===== src/dsmtc_pkg.sv =====
package dsmtc_pkg;

  // ==========================================================
  // register offsets (address byte)
  localparam logic [7:0] ADDR_GEN_RESET   = 8'h01;
  localparam logic [7:0] ADDR_OUT_GAIN    = 8'hb0;
  localparam logic [7:0] ADDR_IN_ROUTE    = 8'hb1;
  localparam logic [7:0] ADDR_POWERDOWN   = 8'hc0;
  localparam logic [7:0] ADDR_MODE        = 8'hc1;
  localparam logic [7:0] ADDR_AUDIO_PATH  = 8'hc2;
  localparam logic [7:0] ADDR_TX_TONE     = 8'hc3;
  localparam logic [7:0] ADDR_PROG        = 8'hc8;
  localparam logic [7:0] ADDR_TONE_STATUS = 8'hcc;
  localparam logic [7:0] ADDR_AUDIO_CTRL  = 8'hcd;

  // ==========================================================
  // field positions
  localparam int MODE_RX_BIT      = 0;
  localparam int MODE_DTMF_DET    = 1;
  localparam int MODE_SEL_DET     = 2;
  localparam int MODE_TX_BIT      = 7;
  localparam int PATH_RX_INV      = 0;
  localparam int PATH_TX_INV      = 1;
  localparam int PATH_RX_HPF      = 2;
  localparam int PATH_RX_LPF      = 3;
  localparam int PATH_TX_HPF      = 4;
  localparam int ROUTE_RX_SRC_LSB = 0;
  localparam int ROUTE_TX_SRC_LSB = 2;
  localparam int ROUTE_TX_GN_LSB  = 8;
  localparam int ROUTE_RX_GN_LSB  = 12;
  localparam int TONE_SEL_LSB     = 11;
  localparam int TONE_SEL_EN      = 15;
  localparam int TONE_DTMF_LSB    = 0;
  localparam int TONE_SINGLE      = 4;
  localparam int TONE_TWIST       = 5;
  localparam int TONE_DTMF_EN     = 6;
  localparam int AGC_ENABLE_BIT   = 0;
  localparam int AGC_RATE_LSB     = 4;

  // ==========================================================
  // sub-commands in the top nibble
  localparam logic [3:0] ACTL_LEVEL   = 4'hb;
  localparam logic [3:0] ACTL_INVFREQ = 4'hd;
  localparam logic [3:0] PROG_TONEPTR = 4'h1;
  localparam logic [3:0] PROG_TONEFRQ = 4'h2;
  localparam logic [3:0] PROG_AGC     = 4'h4;

  // ==========================================================
  // reset values and limits
  localparam logic [11:0] INV_FREQ_RST  = 12'he74;
  localparam logic [11:0] TONE_MIN_HZ   = 12'h120;
  localparam logic [11:0] TONE_MAX_HZ   = 12'hbb8;
  localparam logic [2:0]  RX_GAIN_RST   = 3'h0;
  localparam logic [2:0]  GAIN_MAX      = 3'h7;
  localparam logic [15:0] REG16_RST     = 16'h0000;
  localparam logic [11:0] CCIR_TABLE [16] = '{
    12'h7bd, 12'h464, 12'h4ad, 12'h4fb, 12'h54e, 12'h5a6, 12'h604, 12'h668,
    12'h6d3, 12'h744, 12'h960, 12'h3a2, 12'h8c7, 12'h3df, 12'h83e, 12'h41f};

  // ==========================================================
  // timing
  localparam int CLK_MHZ         = 250;
  localparam int AGC_TICK_US     = 1000;
  localparam int AGC_TICK_CYCLES = AGC_TICK_US * CLK_MHZ;

  // ==========================================================
  // carriers
  typedef struct packed {
    logic [7:0]  addr;
    logic [15:0] data;
  } dsmtc_wr_s;

  typedef struct packed {
    logic rx_invert;
    logic tx_invert;
    logic rx_hpf;
    logic rx_lpf;
    logic tx_hpf;
  } dsmtc_path_s;

endpackage


===== src/dsmtc_serial.sv =====
`timescale 1ns/1ps
module dsmtc_serial (
  // clock and reset
  input  wire logic             i_clk,
  input  wire logic             i_reset,
  // serial pins
  input  wire logic             i_csn,
  input  wire logic             i_sclk,
  input  wire logic             i_cdata,
  output logic                  o_rdata,
  output logic                  o_rdata_oe_n,
  // register side
  input  wire logic [15:0]      i_rd_data,
  output dsmtc_pkg::dsmtc_wr_s  o_wr,
  output logic                  o_wr_valid,
  output logic                  o_gen_reset
);
  import dsmtc_pkg::*;

  logic [2:0]  csn_q;
  logic [2:0]  sclk_q;
  logic [1:0]  cdata_q;
  logic [4:0]  bit_cnt_q;
  logic [23:0] sr_q;
  logic [15:0] rsr_q;
  logic        reading_q;
  logic        sclk_rise;
  logic        sclk_fall;
  logic        cs_rise;
  logic        cs_low;

  // ==========================================================
  // pin synchronisers; edges only from the second stage onward
  always_ff @(posedge i_clk) begin
    csn_q   <= {csn_q[1:0], i_csn};
    sclk_q  <= {sclk_q[1:0], i_sclk};
    cdata_q <= {cdata_q[0], i_cdata};
  end

  assign cs_low    = ~csn_q[1];
  assign cs_rise   = csn_q[1] & ~csn_q[2];
  assign sclk_rise = cs_low & sclk_q[1] & ~sclk_q[2];
  assign sclk_fall = cs_low & ~sclk_q[1] & sclk_q[2];

  // ==========================================================
  // shift in, msb first
  always_ff @(posedge i_clk) begin
    if (i_reset || !cs_low) begin
      bit_cnt_q <= 5'h00;
      if (i_reset) sr_q <= 24'h000000;
    end else if (sclk_rise && bit_cnt_q != 5'h18) begin
      sr_q      <= {sr_q[22:0], cdata_q[1]};
      bit_cnt_q <= bit_cnt_q + 5'h01;
    end
  end

  // ==========================================================
  // read reply: loaded after the address byte, moved on falling sclk
  always_ff @(posedge i_clk) begin
    if (i_reset || !cs_low) begin
      reading_q    <= 1'b0;
      rsr_q        <= 16'h0000;
      o_rdata      <= 1'b0;
      o_rdata_oe_n <= 1'b1;
    end else if (sclk_rise && bit_cnt_q == 5'h07 &&
                 {sr_q[6:0], cdata_q[1]} == ADDR_TONE_STATUS) begin
      reading_q <= 1'b1;
      rsr_q     <= i_rd_data;
    end else if (sclk_fall && reading_q) begin
      o_rdata      <= rsr_q[15];
      o_rdata_oe_n <= 1'b0;
      rsr_q        <= {rsr_q[14:0], 1'b0};
    end
  end

  // ==========================================================
  // commands take effect at the end of the frame only
  always_ff @(posedge i_clk) begin
    if (i_reset) begin
      o_wr        <= '0;
      o_wr_valid  <= 1'b0;
      o_gen_reset <= 1'b0;
    end else begin
      o_wr_valid  <= cs_rise && bit_cnt_q == 5'h18;
      o_gen_reset <= cs_rise && bit_cnt_q == 5'h08 &&
                     sr_q[7:0] == ADDR_GEN_RESET;
      if (cs_rise) begin
        o_wr <= '{addr: sr_q[23:16], data: sr_q[15:0]};
      end
    end
  end

endmodule


===== src/dsmtc_top.sv =====
`timescale 1ns/1ps
// Behaviour
// - reset or general reset gives idle mode with every section powered down.
// - programming register writes are accepted only while idle.
// - clearing both receive and transmit enables returns the device to idle.
// - receive and transmit enables act independently for half or full duplex.
// - rx path input one to output one, tx two to two; three sources.
// - rx inversion optional, frequency 3700 Hz after reset, changed by D subcommand.
// - rx and tx inversion stages share one programmable inversion point.
// - rx offers separately selectable 300 Hz high-pass and 3.4 kHz low-pass.
// - tx 300 Hz high-pass, when on, attenuates below 250 Hz over 33 dB.
// - rx programmable gain defaults to 0 dB.
// - agc captures input-two gain on tx entry, lowers 3.2 dB steps when high.
// - agc raises gain 3.2 dB steps at programmed rate back to captured gain.
// - ccir selcall table by default, host may load tones 288 to 3000 Hz.
// - dtmf and selcall detectors may be enabled together in receive.
// - tx voice path is disabled while either tone generator runs.
// - selcall tone number bits 14 to 11, dtmf code bits 3 to 0.
// - generated tone level comes from the B subcommand of audio control.
// - tx tone register selects single-tone dtmf and 2 dB twist.
// - writes act within 250 us; host waits before rewriting same register.
// - each write acts at the rising edge of chip select.
// - mode bit 7 enables transmit, bit 0 receive; enable pins follow.
module dsmtc_top #(
  parameter int AGC_TICK = dsmtc_pkg::AGC_TICK_CYCLES
) (
  // clock and reset
  input  wire logic                i_clk,
  input  wire logic                i_reset,
  // serial control pins
  input  wire logic                i_csn,
  input  wire logic                i_sclk,
  input  wire logic                i_cdata,
  output logic                     o_rdata,
  output logic                     o_rdata_oe_n,
  // level and detector inputs
  input  wire logic                i_agc_over,
  input  wire logic                i_agc_under,
  input  wire logic [15:0]         i_tone_status,
  // mode and enable pins
  output logic                     o_idle,
  output logic                     o_rx_en,
  output logic                     o_tx_en,
  output logic                     o_receive_active_output_n,
  output logic                     o_transmit_active_output_n,
  output logic                     o_dtmf_det_en,
  output logic                     o_selcall_det_en,
  // analogue setup
  output logic [15:0]              o_powerdown,
  output logic [15:0]              o_output_gain,
  output logic [1:0]               o_rx_input_channel_src,
  output logic [1:0]               o_tx_input_channel_src,
  output logic [2:0]               o_rx_gain,
  output logic [2:0]               o_tx_gain,
  // voice path
  output dsmtc_pkg::dsmtc_path_s   o_path,
  output logic [11:0]              o_inv_freq,
  output logic                     o_tx_voice_en,
  // tone generator
  output logic                     o_selcall_gen_en,
  output logic                     o_dtmf_gen_en,
  output logic [11:0]              o_selcall_freq,
  output logic [3:0]               o_dtmf_code,
  output logic                     o_dtmf_single,
  output logic                     o_dtmf_twist,
  output logic [11:0]              o_tone_level,
  // programming words passed on
  output logic                     o_prog_valid,
  output logic [15:0]              o_prog_data
);
  import dsmtc_pkg::*;

  typedef enum logic {
    DSMTC_IDLE,
    DSMTC_ACTIVE
  } dsmtc_mode_e;

  dsmtc_wr_s   wr;
  logic        wr_valid;
  logic        gen_reset;
  logic        clr;
  dsmtc_mode_e mode_q;
  logic [15:0] mode_reg_q;
  logic [15:0] route_q;
  logic [15:0] tone_reg_q;
  logic [11:0] table_q [16];
  logic [3:0]  tone_ptr_q;
  logic [11:0] agc_word_q;
  logic [2:0]  agc_init_q;
  logic [2:0]  gain_q;
  logic        tx_prev_q;
  logic [31:0] tick_cnt_q;
  logic [3:0]  rel_cnt_q;
  logic        tick;
  logic        rx_on;
  logic        tx_on;
  logic        prog_ok;

  // ==========================================================
  // serial front end
  dsmtc_serial u_serial (
    .i_clk        (i_clk),
    .i_reset      (i_reset),
    .i_csn        (i_csn),
    .i_sclk       (i_sclk),
    .i_cdata      (i_cdata),
    .o_rdata      (o_rdata),
    .o_rdata_oe_n (o_rdata_oe_n),
    .i_rd_data    (i_tone_status),
    .o_wr         (wr),
    .o_wr_valid   (wr_valid),
    .o_gen_reset  (gen_reset)
  );

  // general reset clears the same state as the pin reset, except inside u_serial, which takes the pin reset only
  assign clr = i_reset | gen_reset;

  function automatic logic is_wr(input logic [7:0] a, input logic v, input dsmtc_wr_s w);
    is_wr = v && w.addr == a;
  endfunction

  function automatic logic tone_in_range(input logic [11:0] f);
    tone_in_range = f >= TONE_MIN_HZ && f <= TONE_MAX_HZ;
  endfunction

  assign rx_on   = mode_reg_q[MODE_RX_BIT];
  assign tx_on   = mode_reg_q[MODE_TX_BIT];
  assign prog_ok = is_wr(ADDR_PROG, wr_valid, wr) && mode_q == DSMTC_IDLE;

  // ==========================================================
  // mode register and idle/active state
  // register writes are applied on the fourth clock edge after chip select rises,
  // well inside the allowed latency
  always_ff @(posedge i_clk) begin
    if (clr) begin
      mode_reg_q <= REG16_RST;
    end else if (is_wr(ADDR_MODE, wr_valid, wr)) begin
      mode_reg_q <= wr.data;
    end
  end

  always_ff @(posedge i_clk) begin
    if (clr) begin
      mode_q <= DSMTC_IDLE;
    end else begin
      case (mode_q)
        DSMTC_IDLE: begin
          if (rx_on || tx_on) mode_q <= DSMTC_ACTIVE;
        end
        DSMTC_ACTIVE: begin
          if (!rx_on && !tx_on) mode_q <= DSMTC_IDLE;
        end
        default: mode_q <= DSMTC_IDLE;
      endcase
    end
  end

  always_ff @(posedge i_clk) begin
    if (clr) begin
      o_idle                     <= 1'b1;
      o_rx_en                    <= 1'b0;
      o_tx_en                    <= 1'b0;
      o_receive_active_output_n  <= 1'b1;
      o_transmit_active_output_n <= 1'b1;
      o_dtmf_det_en              <= 1'b0;
      o_selcall_det_en           <= 1'b0;
    end else begin
      o_idle  <= mode_q == DSMTC_IDLE;
      o_rx_en <= rx_on;
      o_tx_en <= tx_on;
      // pins go low only when exactly one direction is on
      o_receive_active_output_n  <= ~(rx_on & ~tx_on);
      o_transmit_active_output_n <= ~(tx_on & ~rx_on);
      // both detectors may run together; false detects are the host's risk
      o_dtmf_det_en    <= rx_on & mode_reg_q[MODE_DTMF_DET];
      o_selcall_det_en <= rx_on & mode_reg_q[MODE_SEL_DET];
    end
  end

  // ==========================================================
  // analogue setup registers
  always_ff @(posedge i_clk) begin
    if (clr) begin
      o_powerdown   <= REG16_RST;
      o_output_gain <= REG16_RST;
      route_q       <= {1'b0, RX_GAIN_RST, 12'h000};
    end else begin
      if (is_wr(ADDR_POWERDOWN, wr_valid, wr)) o_powerdown <= wr.data;
      if (is_wr(ADDR_OUT_GAIN, wr_valid, wr)) o_output_gain <= wr.data;
      if (is_wr(ADDR_IN_ROUTE, wr_valid, wr)) route_q <= wr.data;
    end
  end

  // outputs are fixed: rx source feeds output one, tx source output two
  always_ff @(posedge i_clk) begin
    if (clr) begin
      o_rx_input_channel_src <= 2'h0;
      o_tx_input_channel_src <= 2'h0;
      o_rx_gain              <= RX_GAIN_RST;
    end else begin
      o_rx_input_channel_src <= route_q[ROUTE_RX_SRC_LSB +: 2];
      o_tx_input_channel_src <= route_q[ROUTE_TX_SRC_LSB +: 2];
      o_rx_gain              <= route_q[ROUTE_RX_GN_LSB +: 3];
    end
  end

  // ==========================================================
  // voice path filters and inversion
  always_ff @(posedge i_clk) begin
    if (clr) begin
      o_path <= '0;
    end else if (is_wr(ADDR_AUDIO_PATH, wr_valid, wr)) begin
      o_path.rx_invert <= wr.data[PATH_RX_INV];
      o_path.tx_invert <= wr.data[PATH_TX_INV];
      o_path.rx_hpf    <= wr.data[PATH_RX_HPF];
      o_path.rx_lpf    <= wr.data[PATH_RX_LPF];
      // analogue filter itself meets the 250 Hz stop-band figure
      o_path.tx_hpf    <= wr.data[PATH_TX_HPF];
    end
  end

  // one inversion point serves both directions
  always_ff @(posedge i_clk) begin
    if (clr) begin
      o_inv_freq   <= INV_FREQ_RST;
      o_tone_level <= 12'h000;
    end else if (is_wr(ADDR_AUDIO_CTRL, wr_valid, wr)) begin
      if (wr.data[15:12] == ACTL_INVFREQ) o_inv_freq <= wr.data[11:0];
      if (wr.data[15:12] == ACTL_LEVEL) o_tone_level <= wr.data[11:0];
    end
  end

  // ==========================================================
  // programming port: tone table and agc word
  always_ff @(posedge i_clk) begin
    if (clr) begin
      o_prog_valid <= 1'b0;
      o_prog_data  <= REG16_RST;
    end else begin
      o_prog_valid <= prog_ok;
      if (prog_ok) o_prog_data <= wr.data;
    end
  end

  // out-of-range tones are dropped, pointer still moves on
  always_ff @(posedge i_clk) begin
    if (clr) begin
      tone_ptr_q <= 4'h0;
      for (int i = 0; i < 16; i++) begin
        table_q[i] <= CCIR_TABLE[i];
      end
    end else if (prog_ok) begin
      if (wr.data[15:12] == PROG_TONEPTR) begin
        tone_ptr_q <= wr.data[3:0];
      end else if (wr.data[15:12] == PROG_TONEFRQ) begin
        if (tone_in_range(wr.data[11:0])) table_q[tone_ptr_q] <= wr.data[11:0];
        tone_ptr_q <= tone_ptr_q + 4'h1;
      end
    end
  end

  always_ff @(posedge i_clk) begin
    if (clr) begin
      agc_word_q <= 12'h000;
    end else if (prog_ok && wr.data[15:12] == PROG_AGC) begin
      agc_word_q <= wr.data[11:0];
    end
  end

  // ==========================================================
  // tx tone register and generator enables
  always_ff @(posedge i_clk) begin
    if (clr) begin
      tone_reg_q <= REG16_RST;
    end else if (is_wr(ADDR_TX_TONE, wr_valid, wr)) begin
      tone_reg_q <= wr.data;
    end
  end

  always_ff @(posedge i_clk) begin
    if (clr) begin
      o_selcall_gen_en <= 1'b0;
      o_dtmf_gen_en    <= 1'b0;
      o_selcall_freq   <= CCIR_TABLE[0];
      o_dtmf_code      <= 4'h0;
      o_dtmf_single    <= 1'b0;
      o_dtmf_twist     <= 1'b0;
      o_tx_voice_en    <= 1'b0;
    end else begin
      o_selcall_gen_en <= tx_on & tone_reg_q[TONE_SEL_EN];
      o_dtmf_gen_en    <= tx_on & tone_reg_q[TONE_DTMF_EN];
      o_selcall_freq   <= table_q[tone_reg_q[TONE_SEL_LSB +: 4]];
      o_dtmf_code      <= tone_reg_q[TONE_DTMF_LSB +: 4];
      o_dtmf_single    <= tone_reg_q[TONE_SINGLE];
      // twist drops the low tone by 2 dB in the generator
      o_dtmf_twist     <= tone_reg_q[TONE_TWIST];
      // voice muted so only the tone occupies the band
      o_tx_voice_en    <= tx_on & ~tone_reg_q[TONE_SEL_EN]
                          & ~tone_reg_q[TONE_DTMF_EN];
    end
  end

  // ==========================================================
  // tx input agc
  assign tick = tick_cnt_q == 32'(AGC_TICK - 1);

  always_ff @(posedge i_clk) begin
    if (clr || tick) begin
      tick_cnt_q <= 32'h00000000;
    end else begin
      tick_cnt_q <= tick_cnt_q + 32'h00000001;
    end
  end

  always_ff @(posedge i_clk) begin
    if (clr) begin
      tx_prev_q <= 1'b0;
    end else begin
      tx_prev_q <= tx_on;
    end
  end

  // gain written by the host is reloaded at each tx entry
  always_ff @(posedge i_clk) begin
    if (clr) begin
      agc_init_q <= 3'h0;
      gain_q     <= 3'h0;
      rel_cnt_q  <= 4'h0;
    end else if (is_wr(ADDR_IN_ROUTE, wr_valid, wr)) begin
      gain_q <= wr.data[ROUTE_TX_GN_LSB +: 3];
    end else if (tx_on && !tx_prev_q) begin
      agc_init_q <= route_q[ROUTE_TX_GN_LSB +: 3];
      gain_q     <= route_q[ROUTE_TX_GN_LSB +: 3];
      rel_cnt_q  <= 4'h0;
    end else if (tx_on && agc_word_q[AGC_ENABLE_BIT] && tick) begin
      if (i_agc_over) begin
        rel_cnt_q <= 4'h0;
        if (gain_q != 3'h0) gain_q <= gain_q - 3'h1;
      end else if (i_agc_under && gain_q < agc_init_q) begin
        // release is slower than attack by the programmed rate
        if (rel_cnt_q >= agc_word_q[AGC_RATE_LSB +: 4]) begin
          rel_cnt_q <= 4'h0;
          if (gain_q != GAIN_MAX) gain_q <= gain_q + 3'h1;
        end else begin
          rel_cnt_q <= rel_cnt_q + 4'h1;
        end
      end
    end
  end

  always_ff @(posedge i_clk) begin
    if (clr) begin
      o_tx_gain <= 3'h0;
    end else begin
      o_tx_gain <= gain_q;
    end
  end

endmodule


===== config.mk =====
export PLATFORM = sky130hd
export DESIGN_NAME = dsmtc_top
export DESIGN_NICKNAME = d
export VERILOG_FILES = /design/src/dsmtc_pkg.sv /design/src/dsmtc_serial.sv /design/src/dsmtc_top.sv
export SDC_FILE = /design/constraint.sdc
export NUM_CORES = 1
export LEC_CHECK = 0
export ABC_AREA = 1
export BUFFER_PORTS_ARGS = -buffer_cell sky130_fd_sc_hd__buf_2
export CAP_MARGIN = 20
export CORE_MARGIN = 2
export CORE_UTILIZATION = 60
export CTS_BUF_LIST = sky130_fd_sc_hd__clkbuf_16
export CTS_CLUSTER_SIZE = 14
export DETAILED_ROUTE_END_ITERATION = 12
export PLACE_DENSITY_LB_ADDON = 0.1
export SYNTH_ARGS = -nofsm -noshare
export SYNTH_HDL_FRONTEND = slang
export SYNTH_SLANG_ARGS = --single-unit

===== constraint.sdc =====
create_clock -name i_clk -period 4.1 [get_ports i_clk]
set_input_delay 0.615 -clock i_clk [delete_from_list [all_inputs] [get_ports i_clk]]
set_output_delay 0.615 -clock i_clk [all_outputs]
set_load 0.02 [all_outputs]

==> results.md, run 1 <==
- Pre-Repair DR Iteration Count: 6
- Largest net degree at the start of global routing: 77
- CTS tree: done
- Crit path cell chain: inv_2, a31oi_1, o21ai_1, nor2_4, nand4_1, nand2_1
- Total gr overflow: 0
- CP max stage delay: 0.66 ns
- Avg WL per Cell: 19.6 um
- PostCTS Resize Cnt: 0
- Buffers added on ports: 140
- Core area: 0.0318 mm2
- Gr usage total: 0.310
- Die area: 0.0339 mm2
- Mapped Area: 0.0195 mm2
- Worst Tran Pin Value: 0.944 ns
- Crit end category: flip-flop
- Clock edge transition at the registers on the reported setup and hold paths: about 0.060 ns
- Avg Cell Area, Syn: 9.24 um2
- Critical path's top delay family: simple AND/OR/NAND/NOR gates
- Root Driver: clkbuf_16
- Worst setup SP type: flip-flop
- Number of synthesized register bits: around 470
- Worst slew margin: 0.369
- Setup repair after global routing missed its margin: false
- Initial antenna violation count: 1
- Max_cap viols: 0
- Htree depth: 2
- Async S/R FF share, synth: 0
- Synth Instances: 2108
- RD Place Congestion: just over 0.9
- Required time of the critical path: 4.28 ns
- Tmin final: 3.17 ns
- Hpwl dp: 33.5 mm
- Final hold violation count: 0
- Synth Flop Type: dfxtp_1
- First-pass GRT wire length: 81.2 mm
- Count of final setup violators: 0
- Final Worst Setup Slack: 0.930 ns
- IO Count: 141
- Detail Route Antenna Nets: 0
- Clock latency on the worst-skew pair: 0.56 ns
- Num CTS Buffers: 47
- PD cells: 435 mW/mm2
- Clk buf depth: 3
- Worst vdd ir: around 0.00034 V
- Via-per-instance ratio: 5.86
- Fraction of layout cells with a size suffix above 1: 0.137
- Final WL: ~52 mm
- Number of global-route vias before repair: 14800
- # hold bufs at CTS: 0
- DRC: 0
- Starting Density: 0.613
- 1st-iter DRT viols: 1846
- Syn. warnings: 0
- Sequential share of the synthesized area: 0.592
- Die width: 184 um
- Final period util: 0.773
- Fmax: 0.315 GHz
- Clk_skew: 0.0200 ns
- Worst Path Buf+Inv: 1
- Most frequent cells in the layout: 325 x nor2_1, 251 x dfxtp_1, 232 x o21ai_0
- TNS Setup: 0 ns
- EDFF count, synth: ~220
- ANT cells: 0
- DR vias: around 16000
- Setup CP Type: flip-flop to flip-flop
- Commonest non-fill, non-tap cell in the layout: nor2_1
- CP max FO: 21
- Syn-to-layout area delta: 12.7%
- Worst Hold Class: input port to flip-flop
- Pre-CTS WS: 0.970 ns
- Status: complete, no violations
- Clk sinks: 468
- Postcts setup bufs: 0
- Post-synth cell types: 39
- Syn Nets: 2146
- Critical path data arrival time: 3.35 ns
- Die height: 184 um
- Pleak: 8.15 nW
- Worst path slowest cell: nor2_4
- # nets final: 2233
- Slew Viols, Final: 0
- Core Rows: 65
[worst reg2reg max path, delay by kind of cell (launching register included)]
family	cells	cell delay, ns
compound gates	2	0.37
buf+inv	1	0.31
simple gates	3	1.66
flops	1	0.46
[where the power goes]
part / switching [mW] / internal, mW
Sequential: 0.0707 / 5.02
Clock: 1.78 / 2.33
Combinational: 0.283 / 0.0798
[stage by stage]
stage	util	power, mW	area (um2)	instances	hold slack, ns
2_1_floorplan	-	5.37	19500	2108	0.310
3_3_place_gp	0.642	5.52	20400	2577	0.311
3_5_place_dp	0.642	5.53	20400	2577	0.312
4_1_cts	0.688	9.57	21900	2663	0.147
5_1_grt	0.691	9.81	22000	2667	0.147
6_report	0.691	9.56	22000	2667	0.158
[registers in the layout, indices dropped and copies added (netlist names), 4 cells and up]
signal              count
table_q               192
tick_cnt_q             32
u_serial.o_wr          24
u_serial.sr_q          24
o_output_gain          16
o_powerdown            16
o_prog_data            16
u_serial.rsr_q         16
o_inv_freq             12
o_selcall_freq         12
o_tone_level           12
tone_reg_q             12
route_q                10
agc_word_q              5
o_path                  5
u_serial.bit_cnt_q      5
mode_reg_q              4
o_dtmf_code             4
rel_cnt_q               4
tone_ptr_q              4
[cell families after synthesis]
group                    count (synthesis)  synth area share
adder cells (fa/ha/maj)                 15            0.0100
XOR/XNOR                                13           0.00584
AO/OA/AOI/OAI                          492             0.139
AND/OR/NAND/NOR                        784             0.185
flip-flops                             468             0.592
buffers and inverters                  336            0.0680
[cell usage after synthesis, types with 8 or more instances]
cell type  number  area share
nor3_1         24      0.0062
nand2_1       181       0.035
o211ai_1       32       0.012
nor4_1          8      0.0026
ha_1           14      0.0090
edfxtp_1      216        0.33
clkbuf_1      121       0.023
dfxtp_1       252        0.26
o221ai_1       31       0.014
a21oi_1       166       0.043
inv_1         191       0.037
o22ai_1        17      0.0055
o21ai_0       232       0.060
a31oi_1         8      0.0026
nor2_2         10      0.0032
nand3_2        20       0.010
nand4_1        24      0.0077
nor2_1        330       0.064
nand3_1       163       0.042
[path summary, 6_finish.rpt]
check	from	end	slack, ns	cells past startpoint
worst max register to register	u_serial.o_wr[7]	table_q[4][11]	0.93	6
worst max-delay path	u_serial.o_wr[7]	table_q[4][11]	0.93	6
worst min-delay path	i_cdata	u_serial.cdata_q[0]	0.16	1
worst min register to register	u_serial.sclk_q[0]	u_serial.sclk_q[1]	0.33	0
[layer usage]
metal	share of wire	GRT usage	wire, um	vias up
met5	0.00035	0	18	-
met3	0.090	0.0447	4680	137
met1	0.41	0.436	21300	7295
met4	0.043	0.124	2220	2
met2	0.46	0.486	24000	812
li1	-	-	-	7395
[area by class of cell]
class / instances / area (um2)
multi-input cells: 1304 / 6640
clock inverters: 36 / 230
well taps: 435 / 544
inverters: 198 / 743
fillers: 2460 / 9840
repair buffers: 176 / 1020
flip-flops and latches: 468 / 11500
clock buffers: 50 / 1250
No activity file was read; power rests on OpenSTA's default activity.
==> run 2, diff against run 1 <==
Settings changed: ABC_AREA 1 to 0, CORE_UTILIZATION 60 to 54.
Clock period 4.1 ns to 2.9 ns, I/O delays scaled along.
==> results.md, run 2 <==
- DR vias: approximately 13000
- Reg2Reg Setup Slack: 0.05 ns
- Fmax: 0.351 GHz
- Worst Tran Pin Value: 0.813 ns
- Worst setup SP type: flip-flop
- IO Count: 141
- Hpwl dp: 31.3 mm
- # nets final: 1850
- Crit end category: flip-flop
- Clock latency on the worst-skew pair: just under 0.6 ns
- Critical path data arrival time: 3.14 ns
- Worst R2R End: table_q[10][10]
- Die height: roughly 190 um
- Crit path cell chain: or4_1, nor4b_4, nand4_4, buf_4, a2111oi_2, nand2b_1, buf_12
- Dpl cell area: about 0.021 mm2
- TNS Setup: 0 ns
- Clock edge transition at the registers on the reported setup and hold paths: 0.06 ns
- Max_cap viols: 0
- Root Driver: clkbuf_16
- Syn-to-layout area delta: 16.2%
- Post-route insts no fill: between 2000 and 2500
- Max FFs per register: 192
- Via-per-instance ratio: 5.65
- Pre-CTS WS: -0.0219 ns
- Tmin final: about 2.8 ns
- Clk_skew: 0.0204 ns
- PD cells: 576 mW/mm2
- Required time of the critical path: 3.19 ns
- Reg2Reg Depth: 7
- Worst Hold Path EP: u_serial.rsr_q[0]
- Setup repair after global routing missed its margin: false
- Status: complete, no violations
- Core area: between 0.03 and 0.04 mm2
- Worst vdd ir: around 0.00061 V
- Final WL: 47.0 mm
- Commonest cells post-synth: 252 x dfxtp_1, 216 x edfxtp_1, 191 x nor2_1
- Worst Hold Class: input port to flip-flop
- Initial antenna violation count: 2
- Clk sinks: 468
- Num CTS Buffers: 47
- CTS tree: done
- Avg WL per Cell: 20.4 um
- Worst slew margin: 0.453
- Tot Pwr: 13.0 mW
- Worst path slowest cell: or4_1
- Biggest regs: table_q: 192 flops, tick_cnt_q: 32 flops
- First-pass GRT wire length: 73.5 mm
- Buffers added on ports: 140
- Biggest register: table_q
- DRC: 0
- Post-synth top area cell: edfxtp_1
- Post-synth cell types: 55
- Pre-Repair DR Iteration Count: 5
- Fin Hold WS: 0.118 ns
- Cell depth of the worst hold path: 3
- Fraction of layout cells with a size suffix above 1: 0.220
- CP max FO: 12
- CP max stage delay: 0.59 ns
- Leading post-synthesis cells by cell area: edfxtp_1 33%, dfxtp_1 26%, mux4_2 7.0%, mux2i_1 5.5%, nor2_1 3.7%
- Count of final setup violators: 0
- Core Util, Final: 0.635
- Starting Density: 0.546
- Slew Viols, Final: 0
- Mapped Area: 0.0194 mm2
- Clk buf depth: 3
- Avg Cell Area, Syn: 11.8 um2
- ANT cells: 0
- Syn Nets: 1682
- Die area: about 0.037 mm2
- 1st-iter DRT viols: 1081
- Final period util: 0.982
- Core Rows: 69
- PostCTS Resize Cnt: 0
- Total gr overflow: 0
- RR Startpoint: u_serial.o_wr[16]
- RD Place Congestion: 0.821
- Syn. warnings: 0
- Synth Instances: 1644
- Htree depth: 2
- Most frequent cells in the layout: 249 x dfxtp_1, 216 x edfxtp_1, 190 x nor2_1
- Hold Crit Start: i_tone_status[0]
- Setup CP Type: flip-flop to flip-flop
- Synth Flop Type: dfxtp_1
- Pleak: 7.84 nW
- Final Worst Setup Slack: 0.0514 ns
- Async S/R FF share, synth: 0
- Sequential share of the synthesized area: 0.595
- EDFF count, synth: 216
- Final hold violation count: 0
- Top cell type's share of synthesized area: 0.335
- Cell with the most instances after synthesis: dfxtp_1
- Commonest non-fill, non-tap cell in the layout: dfxtp_1
- Number of synthesized register bits: 468
- Fin area: 0.0225 mm2
- Placed cells: 2216
- Gr usage total: 0.252
- Detail Route Antenna Nets: 0
- Die width: 193 um
- Number of global-route vias before repair: ~13000
- Largest net degree at the start of global routing: 52
==> run 2: changes by cell type after synthesis, moves of 20 or more <==
cell and change:
mux4_2 +60, nor2_1 -139, nand3_1 -135, nand3_2 -20
o211ai_1 -31, o221ai_1 -31, inv_1 -153, o21ai_0 -218
a21oi_1 -101, mux2i_1 +107, and2_1 +103, nand2b_1 +58
==> run 2: what timing repair did <==
item                       in CTS  in global routing
hold buffers                    3                  0
hold endpoints to repair        3                  0
setup endpoints to repair       2                 60
pin swaps                       1                  4
setup buffers                   0                  5
==> run 2: kinds of logic after synthesis <==
| kind of cell | after synthesis | share of synthesized area |
|---|---|---|
| mux | 167 | 0.125 |
| simple gates | 671 | 0.171 |
| fa+ha+maj | 15 | 0.0101 |
| compound gates | 134 | 0.0538 |
| flops | 468 | 0.595 |
| xor+xnor | 32 | 0.0145 |
| buf+inv | 157 | 0.0312 |
==> run 2: layer usage <==
metal  part of all wire  GRT usage  up-vias
li1                   -          -     6101
met1               0.45      0.369     6454
met2               0.46      0.391      433
met3              0.074     0.0417       67
met4              0.022     0.0696        0
met5                  0          0        -
==> run 2: cell type report <==
| cell class | count | area, um2 |
|---|---|---|
| clock buffers | 47 | 1180 |
| clock inverters | 38 | 190 |
| fillers | 2770 | 13000 |
| inverters | 38 | 143 |
| multi-input cells | 1019 | 7310 |
| flip-flops and latches | 468 | 11500 |
| well taps | 461 | 577 |
| repair buffers | 238 | 1590 |
==> run 2: power breakdown <==
part	switching [mW]	internal, mW
Sequential	0.0503	6.98
Combinational	0.293	0.134
Clock	2.49	3.02
Total	2.84	10.1
==> run 2: worst max-delay path by stage <==
stage                 startpoint         endpoint  depth (start not counted)
5_1_grt        u_serial.o_wr[16]   table_q[11][4]                          8
3_5_place_dp   u_serial.o_wr[16]    table_q[4][6]                          7
2_1_floorplan  u_serial.o_wr[16]   table_q[11][0]                          6
4_1_cts        u_serial.o_wr[16]    table_q[5][5]                          7
6_report       u_serial.o_wr[16]  table_q[10][10]                          7
3_3_place_gp   u_serial.o_wr[16]    table_q[4][8]                          7
==> run 2: worst max-delay path, delay by kind of cell, from the launching register on <==
family	cells	cell delay [ns]
and+or+nand+nor	4	1.41
AOI/OAI and AO/OA	1	0.53
buffers and inverters	2	0.33
DFF	1	0.31
==> run 3, diff against run 2 <==
Settings changed: CORE_UTILIZATION 54 to 60.
Clock period 2.9 ns to 3.2 ns, I/O delays scaled along.
==> results.md, run 3 (synthesis gave the netlist of run 2 again) <==
- Worst slew margin: 0.374
- Final WL: roughly 46 mm
- Final hold violation count: 0
- Num CTS Buffers: 48
- Most frequent cells in the layout: 249 x dfxtp_1, 216 x edfxtp_1, 190 x nor2_1
- Global-route met1 utilization: 0.384
- Initial antenna violation count: 1
- Crit end category: flip-flop
- Root Driver: clkbuf_16
- Worst vdd ir: 0.000412 V
- IO Count: 141
- Clock share of power: 0.453
- Clock latency on the worst-skew pair: 0.55 ns
- Worst setup SP type: flip-flop
- Die area: 0.0338 mm2
- CP max stage delay: around 0.6 ns
- Required time of the critical path: approximately 3.4 ns
- 1st-iter DRT viols: 1025
- Internal power: 9.70 mW
- Cell depth of the worst hold path: 1
- Worst R2R End: table_q[14][1]
- PD cells: 550 mW/mm2
- Setup CP Type: flip-flop to flip-flop
- Clk_skew: between 0.01 and 0.015 ns
- Logic pwr share: 0.028
- Clk buf depth: 3
- Starting Density: 0.611
- Final period util: 0.930
- Reg2Reg Depth: 5
- Net Switching: 2.59 mW
- Detail Route Antenna Nets: 0
- ANT cells: 0
- Fraction of layout cells with a size suffix above 1: 0.215
- Max_cap viols: 0
- Htree depth: 2
- First-pass GRT wire length: roughly 74 mm
- Number of global-route vias before repair: 13000
- Buffers added on ports: 140
- Worst Hold Class: input port to flip-flop
- RR Startpoint: u_serial.o_wr[16]
- Sw frac: 0.211
- # nets final: 1822
- TNS Setup: 0 ns
- Reg2Reg Setup Slack: 0.22 ns
- Biggest regs: table_q: 192 flops, tick_cnt_q: 32 flops
- Crit path cell chain: or4_1, nor4b_4, and4_1, o2111ai_1, nand2_1
- Status: complete, no violations
- Hold Crit Start: i_csn
- Met3 Track Usage GR: 0.0535
- Flop pwr share: 0.519
- Total gr overflow: 0
- Fillers: 2345
- Max FFs per register: roughly 190
- Core Rows: 65
- Die width: roughly 180 um
- Critical path data arrival time: between 3 and 4 ns
- CTS tree: done
- Gr usage total: 0.282
- Pre-Repair DR Iteration Count: 5
- Die height: 184 um
- Slew Viols, Final: 0
- Worst Tran Pin Value: 0.927 ns
- Tmin final: 2.98 ns
- Commonest non-fill, non-tap cell in the layout: dfxtp_1
- Fmax: 0.336 GHz
- Syn-to-layout area delta: 15.2%
- Avg WL per Cell: 20.8 um
- Worst Hold Path EP: u_serial.csn_q[0]
- Biggest register: table_q
- Count of final setup violators: 0
- DRC: 0
- Final Worst Setup Slack: 0.225 ns
- Clk sinks: 468
- Worst path slowest cell: or4_1
- Pleak: approximately 7.7 nW
- Hpwl dp: just over 30 mm
- Largest net degree at the start of global routing: 67
- Via-per-instance ratio: 5.85
- Met2 Track Usage GR: 0.467
- Core area: about 0.032 mm2
- CP max FO: 12
- Most used routing layer: met2
- Setup repair after global routing missed its margin: false
- RD Place Congestion: 0.831
- Clock edge transition at the registers on the reported setup and hold paths: 0.06 ns
- Pre-CTS WS: 0.120 ns
- DR vias: between 10000 and 15000
## run 3: cell count changes in the layout (fill, tap and decap cells not counted), sizes merged
cell         previous run  this run
buf                   235       209
inv                    55        43
clkinv                 17        28
bufinv                  1         5
clkbuf                 47        51
dlygate4sd3             3         0
clkinvlp                3         1
## run 3: worst max-delay path by stage
stage	slack (ns)	end	cells past startpoint	start
after floorplan	0.21	table_q[6][0]	7	u_serial.o_wr[16]
after global placement	0.17	table_q[1][4]	5	u_serial.o_wr[16]
after detailed placement	0.12	table_q[1][0]	5	u_serial.o_wr[16]
after CTS	0.11	table_q[1][3]	5	u_serial.o_wr[16]
after global routing	0.05	table_q[14][2]	5	u_serial.o_wr[18]
final	0.22	table_q[14][1]	5	u_serial.o_wr[16]
## run 3: final cells by class
type	count	area (um2)	share of cell area
clock inverter	39	312	0.0140
tap	402	503	0.0225
clock buffer	51	1280	0.0572
timing repair buffer	209	1260	0.0563
inverter	38	143	0.00639
sequential	468	11500	0.517
multi-input combinational	1019	7300	0.327
## run 3: power groups by stage
| stage | registers [mW] | logic (mW) | clock network, mW |
|---|---|---|---|
| floorplan | 6.48 | 0.209 | 0 |
| global placement | 6.50 | 0.340 | 0 |
| detailed placement | 6.50 | 0.346 | 0 |
| CTS | 6.37 | 0.348 | 5.63 |
| global route | 6.38 | 0.375 | 5.86 |
| finish | 6.37 | 0.347 | 5.56 |
## run 3: critical path: cells and delay by family (launching register included)
| family | cells | cell delay (ns) |
|---|---|---|
| DFF | 1 | 0.31 |
| and+or+nand+nor | 4 | 2.02 |
| AOI/OAI and AO/OA | 1 | 0.28 |
## run 3: what timing repair did
| item | CTS | global route |
|---|---|---|
| gates resized for setup | 0 | 1 |
| setup endpoints to repair | 0 | 12 |
| buffers inserted | 0 | 0 |
| hold buffers | 0 | 0 |
## run 3: per-layer routing
layer	wire length [um]	up-vias
li1	-	6038
met1	19200	6388
met2	22400	518
met3	3610	76
met4	1050	0
met5	0	-
## run 3: through the flow
step	cells	cell area, um2	hold WS, ns	power (mW)	utilization
CTS	2226	22300	0.0111	12.3	0.704
global placement	2135	20700	0.312	6.84	0.653
global route	2226	22300	0.0123	12.6	0.704
finish	2226	22300	0.0294	12.3	0.704
floorplan	1644	19400	0.310	6.69	-
detailed placement	2136	20700	0.312	6.85	0.654
